$ cat src/mchp_map.vh
// Address map, status layout, command headers and timing counts of the mouse and clock port.
// Assumes an 8-bit host I/O bus with a 10-bit port address and one 40 MHz clock.
`ifndef MCHP_MAP_VH
`define MCHP_MAP_VH
// ==========================================================================
// Host port addresses
`define MCHP_ADDR_DATA 10'h2FC
`define MCHP_ADDR_RST_CLR 10'h2FD
`define MCHP_ADDR_CMDSTAT 10'h2FE
`define MCHP_ADDR_RST_SET 10'h2FF
// ==========================================================================
// Status bit positions
`define MCHP_ST_OUT_FULL 0
`define MCHP_ST_IN_FULL 1
`define MCHP_ST_SPARE 2
`define MCHP_ST_CMD 3
`define MCHP_ST_BTN_LO 4
`define MCHP_ST_PWR_FAIL 7
// ==========================================================================
// Command headers and their byte counts, header included
`define MCHP_CMD_SET_TIME 8'h01
`define MCHP_CMD_READ_TIME 8'h02
`define MCHP_CMD_BUTTON 8'h04
`define MCHP_CMD_MOTION 8'h08
`define MCHP_CMD_TIMER 8'h20
`define MCHP_LEN_SET_TIME 3'h5
`define MCHP_LEN_READ_TIME 3'h1
`define MCHP_LEN_PARAM 3'h2
// ==========================================================================
// Packet headers
`define MCHP_HDR_ALL 8'h41
`define MCHP_HDR_BUTTON 8'h42
`define MCHP_HDR_MOTION 8'h4D
`define MCHP_HDR_TIME 8'h52
// ==========================================================================
// Timing
`define MCHP_CLK_HZ 40000000
`define MCHP_TIMED_RATE_HZ 40
`define MCHP_TIMED_CYCLES (`MCHP_CLK_HZ / `MCHP_TIMED_RATE_HZ)
`define MCHP_POLL_CYCLES 16'h0040
`define MCHP_RTC_BIT_CYCLES 8'h10
`define MCHP_IRQ_PULSE 4'h4
`endif

$ cat src/mchp_rtc_link.v
// Bit-serial exchange of the four time fields with the calendar chip.
// Assumes the chip latches rtc_sdo on rising rtc_sclk and drives rtc_sdi steadily.
`timescale 1ns/10ps
`default_nettype none
`include "mchp_map.vh"
module mchp_rtc_link (
    input wire clock,
    input wire rst_b,
    input wire ce,
    input wire start,
    input wire wr_mode,
    input wire [31:0] wr_data,
    output reg busy,
    output reg done,
    output reg [31:0] rd_data,
    output reg rtc_sclk,
    output reg rtc_sdo,
    input wire rtc_sdi
);
    reg [7:0] div_r;
    reg [5:0] bit_r;
    reg [31:0] sh_r;

    // ======================================================================
    // Shifter
    always @(posedge clock or negedge rst_b) begin
        if (!rst_b) begin
            busy <= 1'b0;
            done <= 1'b0;
            rd_data <= 32'h0000_0000;
            rtc_sclk <= 1'b0;
            rtc_sdo <= 1'b0;
            div_r <= 8'h00;
            bit_r <= 6'h00;
            sh_r <= 32'h0000_0000;
        end else if (ce) begin
            done <= 1'b0;
            if (!busy) begin
                if (start) begin
                    busy <= 1'b1;
                    sh_r <= wr_mode ? wr_data : 32'h0000_0000;
                    bit_r <= 6'h00;
                    div_r <= 8'h00;
                end
            end else if (div_r == `MCHP_RTC_BIT_CYCLES - 8'h01) begin
                div_r <= 8'h00;
                rtc_sclk <= ~rtc_sclk;
                if (!rtc_sclk) begin
                    rtc_sdo <= sh_r[31];
                end else begin
                    sh_r <= {sh_r[30:0], rtc_sdi};
                    bit_r <= bit_r + 6'h01;
                    if (bit_r == 6'h1F) begin
                        busy <= 1'b0;
                        done <= 1'b1;
                        rd_data <= {sh_r[30:0], rtc_sdi};
                    end
                end
            end else begin
                div_r <= div_r + 8'h01;
            end
        end
    end
endmodule
`default_nettype wire

$ cat src/mchp_port.v
// Host command and data port of the mouse and calendar board.
// Assumes synchronous host strobes of one cycle, a 10-bit port address and debounced buttons.
`timescale 1ns/10ps
`default_nettype none
`include "mchp_map.vh"
module mchp_port (
    input wire clock,
    input wire rst_b,
    input wire ce,
    input wire [9:0] io_addr,
    input wire io_wr,
    input wire io_rd,
    input wire [7:0] io_wdata,
    output reg [7:0] io_rdata,
    output reg host_irq_line_three,
    input wire [2:0] button_up,
    input wire [15:0] delta_x,
    input wire [15:0] delta_y,
    input wire motion_step,
    output reg motion_clear,
    input wire cal_power_fail,
    output reg rtc_sclk,
    output reg rtc_sdo,
    input wire rtc_sdi
);
    localparam [4:0] ST_IDLE = 5'h01;
    localparam [4:0] ST_CHECK = 5'h02;
    localparam [4:0] ST_RTC = 5'h04;
    localparam [4:0] ST_SEND = 5'h08;
    localparam [4:0] ST_WAIT = 5'h10;

    reg [4:0] state_r;
    reg ctl_rst_r;
    reg [7:0] in_reg_r;
    reg input_full_flag_r;
    reg output_full_flag_r;
    reg command_flag_r;
    reg pwr_fail_r;
    reg [7:0] out_reg_r;
    reg [7:0] ibuf_r [0:4];
    reg [2:0] icnt_r;
    reg [7:0] obuf_r [0:4];
    reg [2:0] olen_r;
    reg [2:0] optr_r;
    reg [7:0] motion_lim_r;
    reg [7:0] motion_cnt_r;
    reg button_en_r;
    reg timer_en_r;
    reg [2:0] btn_last_r;
    reg [19:0] tick_r;
    reg [15:0] poll_r;
    reg [3:0] irq_cnt_r;
    reg rtc_start_r;
    reg rtc_wr_r;
    reg moved_r;
    wire rtc_busy;
    wire rtc_done;
    wire [31:0] rtc_rd;
    wire rtc_sclk_w;
    wire rtc_sdo_w;
    integer i;

    // Header plus payload length check; unknown headers never match.
    function cmd_ok;
        input [7:0] hdr;
        input [2:0] cnt;
        begin
            if (hdr == `MCHP_CMD_SET_TIME) begin
                cmd_ok = (cnt == `MCHP_LEN_SET_TIME);
            end else if (hdr == `MCHP_CMD_READ_TIME) begin
                cmd_ok = (cnt == `MCHP_LEN_READ_TIME);
            end else if (hdr == `MCHP_CMD_MOTION || hdr == `MCHP_CMD_BUTTON
                         || hdr == `MCHP_CMD_TIMER) begin
                cmd_ok = (cnt == `MCHP_LEN_PARAM);
            end else begin
                cmd_ok = 1'b0;
            end
        end
    endfunction

    wire hit_data = (io_addr == `MCHP_ADDR_DATA);
    wire hit_cmd = (io_addr == `MCHP_ADDR_CMDSTAT);
    // Buttons read live, so the status shows them even with button reporting off.
    wire [7:0] status_w = {pwr_fail_r, button_up, command_flag_r, 1'b0,
                           input_full_flag_r, output_full_flag_r};
    wire motion_due = (motion_lim_r != 8'h00 && motion_cnt_r >= motion_lim_r);
    wire run = ~ctl_rst_r;

    mchp_rtc_link u_rtc (
        .clock(clock),
        .rst_b(rst_b),
        .ce(ce),
        .start(rtc_start_r),
        .wr_mode(rtc_wr_r),
        .wr_data({ibuf_r[1], ibuf_r[2], ibuf_r[3], ibuf_r[4]}),
        .busy(rtc_busy),
        .done(rtc_done),
        .rd_data(rtc_rd),
        .rtc_sclk(rtc_sclk_w),
        .rtc_sdo(rtc_sdo_w),
        .rtc_sdi(rtc_sdi)
    );

    // ======================================================================
    // Host side: decode, status, reset latch
    always @(posedge clock or negedge rst_b) begin
        if (!rst_b) begin
            ctl_rst_r <= 1'b0;
            io_rdata <= 8'h00;
            in_reg_r <= 8'h00;
            input_full_flag_r <= 1'b0;
        end else if (ce) begin
            if (io_wr && io_addr == `MCHP_ADDR_RST_SET) begin
                ctl_rst_r <= 1'b1;
            end else if (io_wr && io_addr == `MCHP_ADDR_RST_CLR) begin
                ctl_rst_r <= 1'b0;
            end
            if (io_rd && hit_data) begin
                io_rdata <= out_reg_r;
            end else if (io_rd && hit_cmd) begin
                io_rdata <= status_w;
            end
            // A host write wins over the controller's clear in the same cycle.
            if (io_wr && (hit_data || hit_cmd)) begin
                in_reg_r <= io_wdata;
                input_full_flag_r <= 1'b1;
            end else if (run && input_full_flag_r) begin
                input_full_flag_r <= 1'b0;
            end
        end
    end

    // ======================================================================
    // Controller processing cycle
    always @(posedge clock or negedge rst_b) begin
        if (!rst_b) begin
            state_r <= ST_IDLE;
            output_full_flag_r <= 1'b0;
            command_flag_r <= 1'b0;
            pwr_fail_r <= 1'b0;
            out_reg_r <= 8'h00;
            icnt_r <= 3'h0;
            olen_r <= 3'h0;
            optr_r <= 3'h0;
            motion_lim_r <= 8'h00;
            motion_cnt_r <= 8'h00;
            button_en_r <= 1'b0;
            timer_en_r <= 1'b0;
            btn_last_r <= 3'h7;
            tick_r <= 20'h00000;
            poll_r <= 16'h0000;
            irq_cnt_r <= 4'h0;
            host_irq_line_three <= 1'b0;
            rtc_start_r <= 1'b0;
            rtc_wr_r <= 1'b0;
            moved_r <= 1'b0;
            motion_clear <= 1'b0;
            rtc_sclk <= 1'b0;
            rtc_sdo <= 1'b0;
            for (i = 0; i < 5; i = i + 1) begin
                ibuf_r[i] <= 8'h00;
                obuf_r[i] <= 8'h00;
            end
        end else if (ce) begin
            rtc_sclk <= rtc_sclk_w;
            rtc_sdo <= rtc_sdo_w;
            rtc_start_r <= 1'b0;
            motion_clear <= 1'b0;
            if (io_rd && hit_data) begin
                output_full_flag_r <= 1'b0;
            end
            if (io_wr && hit_cmd) begin
                command_flag_r <= 1'b1;
            end
            if (cal_power_fail) begin
                pwr_fail_r <= 1'b1;
            end
            if (irq_cnt_r != 4'h0) begin
                irq_cnt_r <= irq_cnt_r - 4'h1;
            end
            host_irq_line_three <= (irq_cnt_r != 4'h0);
            if (ctl_rst_r) begin
                // Held controller clears state, counts, output full and command flags, enables, irq; power fail, moved, motion count, tick, poll hold.
                state_r <= ST_IDLE;
                output_full_flag_r <= 1'b0;
                command_flag_r <= 1'b0;
                icnt_r <= 3'h0;
                olen_r <= 3'h0;
                optr_r <= 3'h0;
                motion_lim_r <= 8'h00;
                button_en_r <= 1'b0;
                timer_en_r <= 1'b0;
                irq_cnt_r <= 4'h0;
                host_irq_line_three <= 1'b0;
            end else begin
                if (input_full_flag_r && icnt_r < 3'h5 && state_r != ST_RTC) begin
                    ibuf_r[icnt_r] <= in_reg_r;
                    icnt_r <= icnt_r + 3'h1;
                end
                if (motion_step) begin
                    moved_r <= 1'b1;
                    motion_cnt_r <= motion_cnt_r + 8'h01;
                end
                tick_r <= (tick_r >= `MCHP_TIMED_CYCLES - 1) ? 20'h00000 : tick_r + 20'h00001;
                case (state_r)
                ST_IDLE: begin
                    poll_r <= poll_r + 16'h0001;
                    if (olen_r == 3'h0 && button_en_r && button_up != btn_last_r) begin
                        btn_last_r <= button_up;
                        obuf_r[0] <= `MCHP_HDR_BUTTON;
                        olen_r <= 3'h1;
                        optr_r <= 3'h0;
                        state_r <= ST_SEND;
                    end else if (olen_r == 3'h0 && (motion_due
                                 || (timer_en_r && moved_r && tick_r == 20'h00000))) begin
                        obuf_r[0] <= motion_due ? `MCHP_HDR_MOTION : `MCHP_HDR_ALL;
                        {obuf_r[1], obuf_r[2]} <= delta_x;
                        {obuf_r[3], obuf_r[4]} <= delta_y;
                        olen_r <= 3'h5;
                        optr_r <= 3'h0;
                        motion_cnt_r <= 8'h00;
                        moved_r <= 1'b0;
                        motion_clear <= 1'b1;
                        state_r <= ST_SEND;
                    end else if (command_flag_r && !input_full_flag_r) begin
                        state_r <= ST_CHECK;
                    end else if (poll_r >= `MCHP_POLL_CYCLES) begin
                        poll_r <= 16'h0000;
                        if (output_full_flag_r) begin
                            irq_cnt_r <= `MCHP_IRQ_PULSE;
                        end else if (optr_r < olen_r) begin
                            state_r <= ST_SEND;
                        end
                    end
                end
                ST_CHECK: begin
                    // Both outcomes drop the buffer and count; the flag stays set only for a command write in this cycle.
                    icnt_r <= 3'h0;
                    command_flag_r <= io_wr && hit_cmd;
                    state_r <= ST_IDLE;
                    if (cmd_ok(ibuf_r[0], icnt_r)) begin
                        if (ibuf_r[0] == `MCHP_CMD_MOTION) begin
                            motion_lim_r <= ibuf_r[1];
                            motion_cnt_r <= 8'h00;
                        end else if (ibuf_r[0] == `MCHP_CMD_BUTTON) begin
                            button_en_r <= (ibuf_r[1] != 8'h00);
                            btn_last_r <= button_up;
                        end else if (ibuf_r[0] == `MCHP_CMD_TIMER) begin
                            timer_en_r <= (ibuf_r[1] != 8'h00);
                        end else begin
                            rtc_wr_r <= (ibuf_r[0] == `MCHP_CMD_SET_TIME);
                            rtc_start_r <= 1'b1;
                            state_r <= ST_RTC;
                        end
                    end
                end
                ST_RTC: begin
                    // Motion and tick counting go on here; bytes written now are never stored, yet input full still clears.
                    if (rtc_done) begin
                        state_r <= ST_IDLE;
                        if (rtc_wr_r && !cal_power_fail) begin
                            pwr_fail_r <= 1'b0;
                        end
                        if (!rtc_wr_r) begin
                            obuf_r[0] <= `MCHP_HDR_TIME;
                            obuf_r[1] <= rtc_rd[31:24];
                            obuf_r[2] <= rtc_rd[23:16];
                            obuf_r[3] <= rtc_rd[15:8];
                            obuf_r[4] <= rtc_rd[7:0];
                            olen_r <= 3'h5;
                            optr_r <= 3'h0;
                            state_r <= ST_SEND;
                        end
                    end
                end
                ST_SEND: begin
                    if (!output_full_flag_r) begin
                        out_reg_r <= obuf_r[optr_r];
                        output_full_flag_r <= 1'b1;
                        irq_cnt_r <= `MCHP_IRQ_PULSE;
                        poll_r <= 16'h0000; // Keeps a re-signal from merging pulses.
                        optr_r <= optr_r + 3'h1;
                        if (optr_r + 3'h1 == olen_r) begin
                            state_r <= ST_WAIT;
                        end else begin
                            state_r <= ST_IDLE;
                        end
                    end else begin
                        state_r <= ST_IDLE;
                    end
                end
                ST_WAIT: begin
                    // Last byte out; the packet slot frees once the host reads it.
                    if (!output_full_flag_r) begin
                        olen_r <= 3'h0;
                        optr_r <= 3'h0;
                        state_r <= ST_IDLE;
                    end else if (poll_r >= `MCHP_POLL_CYCLES) begin
                        poll_r <= 16'h0000;
                        irq_cnt_r <= `MCHP_IRQ_PULSE;
                    end else begin
                        poll_r <= poll_r + 16'h0001;
                    end
                end
                default: begin
                    state_r <= ST_IDLE;
                end
                endcase
            end
        end
    end
endmodule
`default_nettype wire

$ cat config.mk
export PLATFORM = sky130hd
export DESIGN_NAME = mchp_port
export DESIGN_NICKNAME = d
export VERILOG_FILES = /design/src/mchp_rtc_link.v /design/src/mchp_port.v
export VERILOG_INCLUDE_DIRS = /design/src
export SDC_FILE = /design/constraint.sdc
export NUM_CORES = 1
export LEC_CHECK = 0
export BUFFER_PORTS_ARGS = -buffer_cell sky130_fd_sc_hd__buf_2
export CORE_ASPECT_RATIO = 0.8
export CORE_UTILIZATION = 60
export DETAILED_ROUTE_END_ITERATION = 16
export PLACE_DENSITY = 0.79
export SLEW_MARGIN = 20
export SYNTH_ARGS = -nofsm -noshare
export SYNTH_HDL_FRONTEND = slang
export SYNTH_SLANG_ARGS = --single-unit
$ cat constraint.sdc
create_clock -name clock -period 7 [get_ports clock]
set_clock_uncertainty 0.15 [all_clocks]
set_input_delay 0.35 -clock clock [delete_from_list [all_inputs] [get_ports clock]]
set_output_delay 0.35 -clock clock [all_outputs]
set_load 0.1 [all_outputs]
; ---- Yosys cells after proc, flatten, opt, wreduce, memory -nomap -nowiden
; Cells that the tools add are included.
; Widths: inputs -> output; s select.
[classes]
add_sub_neg = 8
magnitude_cmp = 8
eq_ne = 45
muxes = 152
bitwise = 8
n_reduce_logical = 70
[ops]
columns = op, count
row1 = $mux 32, 6
row2 = $mux 8, 18
row3 = $mux 40, 3
row4 = $mux 16, 6
row5 = $pmux 40 s2, 1
row6 = $mux 3, 23
row7 = $mux 1, 57
row8 = $mux 5, 11
row9 = $mux 4, 12
row10 = $pmux 16 s3, 1
row11 = $bwmux 40, 1
row12 = $eq 10x10->1 const B, 4
row13 = $reduce_and 7->1, 4
row14 = $ne 2x2->1 const B, 13
row15 = $pmux 5 s5, 1
row16 = $bmux 8 s3, 1
row17 = $demux 8 s3, 1
row18 = $mux 6, 4
row19 = $reduce_and 6->1, 4
row20 = $reduce_bool 2->1, 11
row21 = $add 20x1->20 const B, 1
row22 = $ge 20x20->1 const B, 1
row23 = $logic_not 20->1, 1
row24 = $mux 20, 1
row25 = other kinds (52), 105
[word_totals]
register_bits = 273
inputBits = 61
out_inout_bits = 12

; ---- Logic depth before layout (Yosys ltp)
[depth]
ltp_word = 12
depth_mapped = 10

; ---- By module
; From an unflattened synthesis, not the netlist that was laid out.
[unflattened]
cells_unflattened = 1373
hier_area_um2 = 13839.5
[by_module_without_submodules]
columns = module, n_inst, cells_per_inst, area_per_inst_um2
row1 = mchp_port, 1, 984, 9824.4
row2 = mchp_rtc_link, 1, 389, 4015.1

; ---- Worst setup path before layout
; No wires, ideal clock.
[synth_timing]
path_type = register to register
from = register optr_r[0]
to = register state_r[1]
setup_ns = 0.125
arrival_time_ns = 2.269
t_required_ns = 6.725
path_slack_ns = 4.456
stages_incl_launch_ff = 10
synth_period_minus_slack_ns = 2.544
path_cell_list = dfrtp_1 -> buf_1 -> inv_1 -> ha_1 -> nand2b_1 -> a211oi_1 -> a2111oi_0 -> nand4_1 -> nand2_1 -> mux2_2
[synth_between]
elab_chain_len = 3
[synth_lines]
columns = element, line_no
row1 = "start, declared", mchp_port.v:44  ; reg [2:0] optr_r;
row2 = "start signal, assigned", mchp_port.v:282  ; optr_r <= optr_r + 3'h1;
row3 = $lt 3x3->1, mchp_port.v:231  ; end else if (optr_r < olen_r) begin
row4 = $ne 6x6->1 (no line), n/a
row5 = $reduce_and 6->1 (no line), n/a
row6 = "end signal, assigned", mchp_port.v:226  ; state_r <= ST_CHECK;
row7 = "end signal, assigned", mchp_port.v:232  ; state_r <= ST_SEND;
row8 = "end signal, assigned", mchp_port.v:240  ; state_r <= ST_IDLE;
row9 = "end, declared", mchp_port.v:32  ; reg [4:0] state_r;
; Every way passes these cells.
; A chain may end at the register's enable or synchronous reset.

; ---- Final worst setup path
[layout_timing]
from = register motion_lim_r[1]
to = register irq_cnt_r[1]
[layout_between]
elab_chain_len = 8
word_cells_on_any_way = 9
cone_classes = order compare (1) / mux (4) / reduce/logical (4)
[layout_lines]
columns = element, line_no
row1 = "start, declared", mchp_port.v:45  ; reg [7:0] motion_lim_r;
row2 = "start signal, assigned", mchp_port.v:243  ; motion_lim_r <= ibuf_r[1];
row3 = $ge 8x8->1 / $reduce_bool 8->1 (equally long branches), mchp_port.v:86  ; wire motion_due = (motion_lim_r != 8'h00 && motion_cnt_r >= motion_lim_r);
row4 = $logic_and 1x1->1 *, mchp_port.v:86
row5 = $logic_or 1x1->1 *, mchp_port.v:215  ; || (timer_en_r && moved_r && tick_r == 20'h00000))) begin
row6 = $logic_and 1x1->1 *, mchp_port.v:214  ; end else if (olen_r == 3'h0 && (motion_due
row7 = $mux 4 *, mchp_port.v:214
row8 = $mux 4 *, mchp_port.v:208  ; if (olen_r == 3'h0 && button_en_r && button_up != btn_last_r) begin
row9 = $pmux 4 s3 *, mchp_port.v:205  ; case (state_r)
row10 = $mux 4 *, mchp_port.v:182  ; if (ctl_rst_r) begin
row11 = "end signal, assigned", mchp_port.v:179  ; irq_cnt_r <= irq_cnt_r - 4'h1;
row12 = "end signal, assigned", mchp_port.v:230  ; irq_cnt_r <= `MCHP_IRQ_PULSE;
row13 = "end signal, assigned", mchp_port.v:280  ; irq_cnt_r <= `MCHP_IRQ_PULSE;
row14 = "end, declared", mchp_port.v:52  ; reg [3:0] irq_cnt_r;
; Every way passes the cells marked *; elsewhere a longest branch is shown, timed or not.

==> flow_summary_export.csv <==
group,metric,value,unit
outcome,status,"finished clean",
clock_tree,cts_hold_repair.buffers,17,
yosys,synth_most_common_cell,"sky130_fd_sc_hd__dfrtp_1",
cells_and_area,multi_input_comb_area,0.006240,mm^2
floorplanning,die_w,168.7,um
floorplanning,starting_density,61.50,%
clock_tree,cts_tree,"done",
placement,place.detailed.hpwl,21650,um
sta,max-slew-margin-rel,25.54,%
sta,max_freq,0.2845,GHz
clock_tree,cts_root_buffer,"sky130_fd_sc_hd__clkbuf_16",
floorplanning,core-area,0.02168,mm^2
floorplanning,io_pins,73,
sta,rsz_0062_raised_after_global_routing,"no",
worst_setup_path,cp_cell_sequence,"nor4_1 > a21boi_0 > a32oi_2 > nand4_1 > o211ai_1 > o22ai_1",
clock_tree,cts.htree.levels,1,
sta,finalHoldViolCount,0,
worst_setup_path,timing.setup.critical_path_class,"flop to flop",
clock_tree,cts.clk_slew.worst_paths,0.06,ns
cells_and_area,share_of_post_route_cells_with_drive_strength_above_1,21.53,%
routing,routed_wl,32280,um
worst_setup_path,critical_path_peak_fanout,29,
worst_setup_path,critical_path_buf_inv_count,0,
yosys,synthesis.area_per_instance,10.50,um^2
clock_tree,post-cts-setup-buffer-count,0,
sta,measured_slew_at_the_worst_slew_check_pin,1.114,ns
cells_and_area,finish.net_count,1423,
routing,postRouteAntennaNets,0,
pwr,pwr_dens,304.3,mW/mm^2
worst_setup_path,startpoint_kind_of_the_worst_setup_timing_path,"flop",
yosys,synthDominantCellAreaShare,49.73,%
yosys,ys_top_cells_by_count,"sky130_fd_sc_hd__dfrtp_1 (265), sky130_fd_sc_hd__nand2_1 (185), sky130_fd_sc_hd__nor2_1 (142), sky130_fd_sc_hd__mux2_2 (99), sky130_fd_sc_hd__nand3_1 (45)",
routing,drt_iter0_markers,955,
yosys,synth_area_leader_cell,"sky130_fd_sc_hd__dfrtp_1",
routing,remaining_routing_drc_violations,0,
floorplanning,die_height,135.3,um
yosys,synth_area,0.01333,mm^2
worst_setup_path,worstPathArrival,3.76,ns
flow_run,max_cap_violations,0,
clock_tree,cts-buffers-inserted,27,
clock_tree,tritoncts_num_sinks,269,
routing,viasPerCell,6.085,
yosys,synth_edf_count,0,
yosys,synth.distinct_cells,77,
worst_setup_path,cp.required,7.25,ns
clock_tree,clock_tree.buffer_depth,3,
pwr,max-vdd-ir-drop,0.0001992,V
worst_setup_path,critical_path.slowest_cell,"sky130_fd_sc_hd__nand4_1",
worst_setup_path,critical-path-top-delay-family,"simple AND/OR/NAND/NOR gates",
yosys,syn_nets,1353,
worst_setup_path,critPathCaptureType,"flop",
min_path,holdCritPathClass,"primary input to flop",
clock_tree,ctsResizeCount,0,
yosys,synth-seq-area-share,50.52,%
pwr,power.static_leakage,7.323,nW
yosys,yosys_register_bits,269,
yosys,synthArstFlopShare,100.0,%
cells_and_area,antennaDiodeCount,0,
placement,port_buffers,72,
global_routing,grt_max_degree,163,
sta,final.setup.tns,0,ns
routing,vias,10108,
pwr,total_power,4.602,mW
global_routing,grt_antenna_before_repair,0,
clock_tree,later_pin_clock_latency_in_the_skew_report,0.54,ns
sta,setup_viol_count_final,0,
global_routing,grt_overflow,0,
routing,dr.pass1.iters,5,
cells_and_area,area_delta_synth_final,13.42,%
global_routing,global_route_wire_length_before_repair,51470,um
floorplanning,die_area,0.02283,mm^2
routing,routedWlPerCell,19.43,um
yosys,synthTopCellsByArea,"sky130_fd_sc_hd__dfrtp_1 (50%), sky130_fd_sc_hd__mux2_2 (8.4%), sky130_fd_sc_hd__nand2_1 (5.2%)",
worst_setup_path,critical-path-max-stage-delay,0.93,ns
placement,placedInstanceArea,0.01394,mm^2
global_routing,grt_use_total,28.89,%
cells_and_area,fillers,1575,
sta,final_max_slew_violation_count,0,
cells_and_area,register_area,0.006736,mm^2
floorplanning,num_rows,48,
yosys,synth_top_flop_cell,"sky130_fd_sc_hd__dfrtp_1",
yosys,ys.warnings.count,0,
global_routing,first_global_vias,9546,
yosys,synthCells,1270,
sta,layout_worst_path_cycle_share,50.22,%
cells_and_area,final_cell_area,0.01512,mm^2
placement,place.gp.congestion,0.8722,
sta,min_period,3.515,ns
-- cell families after synthesis --
| group | share of synthesized area [%] |
|---|---|
| compound gates | 10.00 |
| simple gates | 18.76 |
| flops | 50.52 |
| xor+xnor | 2.036 |
| mux | 13.77 |
| fa+ha+maj | 2.064 |
| buf+inv | 2.852 |
-- per-stage QoR --
step | std cells | setup WS [ns] | util, % | hold WS, ns
2_1_floorplan | 1270 | 4.456 | - | -0.09559
4_1_cts | 1661 | 3.569 | 69.71 | 0.002014
3_3_place_gp | 1594 | 3.698 | 64.31 | 0.3075
5_1_grt | 1661 | 3.328 | 69.75 | 0.009105
3_5_place_dp | 1594 | 3.609 | 64.31 | 0.3110
6_report | 1661 | 3.485 | 69.75 | 0.01337
-- layout by cell type (no fill, tap or decap), types with 8 or more instances in the layout --
master,n
sky130_fd_sc_hd__dfrtp_1,265
sky130_fd_sc_hd__nand2_1,185
sky130_fd_sc_hd__nor2_1,142
sky130_fd_sc_hd__mux2_2,99
sky130_fd_sc_hd__buf_2,71
sky130_fd_sc_hd__nand3_1,45
sky130_fd_sc_hd__o21ai_0,35
sky130_fd_sc_hd__a221oi_1,33
sky130_fd_sc_hd__a21oi_1,32
sky130_fd_sc_hd__nand4_1,31
sky130_fd_sc_hd__mux2_4,29
sky130_fd_sc_hd__inv_1,28
sky130_fd_sc_hd__clkbuf_16,27
sky130_fd_sc_hd__ha_1,22
sky130_fd_sc_hd__xor2_1,19
sky130_fd_sc_hd__nor3_1,18
sky130_fd_sc_hd__dlygate4sd3_1,17
sky130_fd_sc_hd__mux2i_1,15
sky130_fd_sc_hd__and3_1,13
sky130_fd_sc_hd__buf_4,13
sky130_fd_sc_hd__xnor2_1,12
sky130_fd_sc_hd__a22o_1,11
sky130_fd_sc_hd__a22oi_1,10
sky130_fd_sc_hd__and2_1,9
sky130_fd_sc_hd__nand2b_1,9
sky130_fd_sc_hd__nor4_1,8
-- per-layer routing --
| metal | vias up | GRT usage, % | share of wire (%) |
|---|---|---|---|
| li1 | 4681 | - | - |
| met1 | 5031 | 43.16 | 46 |
| met2 | 349 | 44.93 | 45 |
| met3 | 47 | 4.148 | 6.3 |
| met4 | 0 | 6.616 | 2.1 |
| met5 | - | 0 | 0 |
-- power breakdown --
group	total, mW	switching [mW]	internal [mW]
combinational	1.02	0.510	0.508
sequential	1.97	0.219	1.75
clock	1.61	0.619	0.996
-- path summary, 6_finish.rpt --
path,cells after the start,end,slack [ns],startpoint
min in group asynchronous,2,irq_cnt_r[1]$_DFFE_PN0P_,0.27,rst_b
worst max-delay path,6,irq_cnt_r[1]$_DFFE_PN0P_,3.48,motion_lim_r[1]$_DFFE_PN0P_
worst max register to register,6,irq_cnt_r[1]$_DFFE_PN0P_,3.48,motion_lim_r[1]$_DFFE_PN0P_
max in group asynchronous,3,motion_lim_r[2]$_DFFE_PN0P_,5.06,rst_b
worst min-delay path,4,obuf_r[31]$_DFFE_PN0P_,0.01,delta_x[15]
worst min register to register,2,io_rdata[6]$_DFFE_PN0P_,0.32,io_rdata[6]$_DFFE_PN0P_
-- layout make-up --
cell class | instances | share of cell area (%)
Multi-Input combinational cell | 909 | 41.26
Clock inverter | 13 | 1.506
Sequential cell | 269 | 44.54
Timing Repair Buffer | 103 | 4.352
Inverter | 30 | 0.7446
Clock buffer | 37 | 5.113
Tap cell | 300 | 2.482
-- registers in the layout, summed over array words and instances (netlist names), 2 cells and up --
name / count
out_reg_r: 8
ibuf_r: 40
u_rtc.div_r: 8
motion_cnt_r: 8
irq_cnt_r: 4
u_rtc.rd_data: 32
olen_r: 2
optr_r: 3
state_r: 5
motion_lim_r: 8
io_rdata: 8
u_rtc.sh_r: 32
poll_r: 16
u_rtc.bit_r: 6
tick_r: 20
in_reg_r: 8
btn_last_r: 3
icnt_r: 3
obuf_r: 37
-- worst min-delay path: cells and delay by family --
family,cells,cell delay [ns]
and+or+nand+nor,2,0.11
muxes,1,0.14
buffers and inverters,1,0.08
Note: power is estimated with default switching activity, not from simulation.
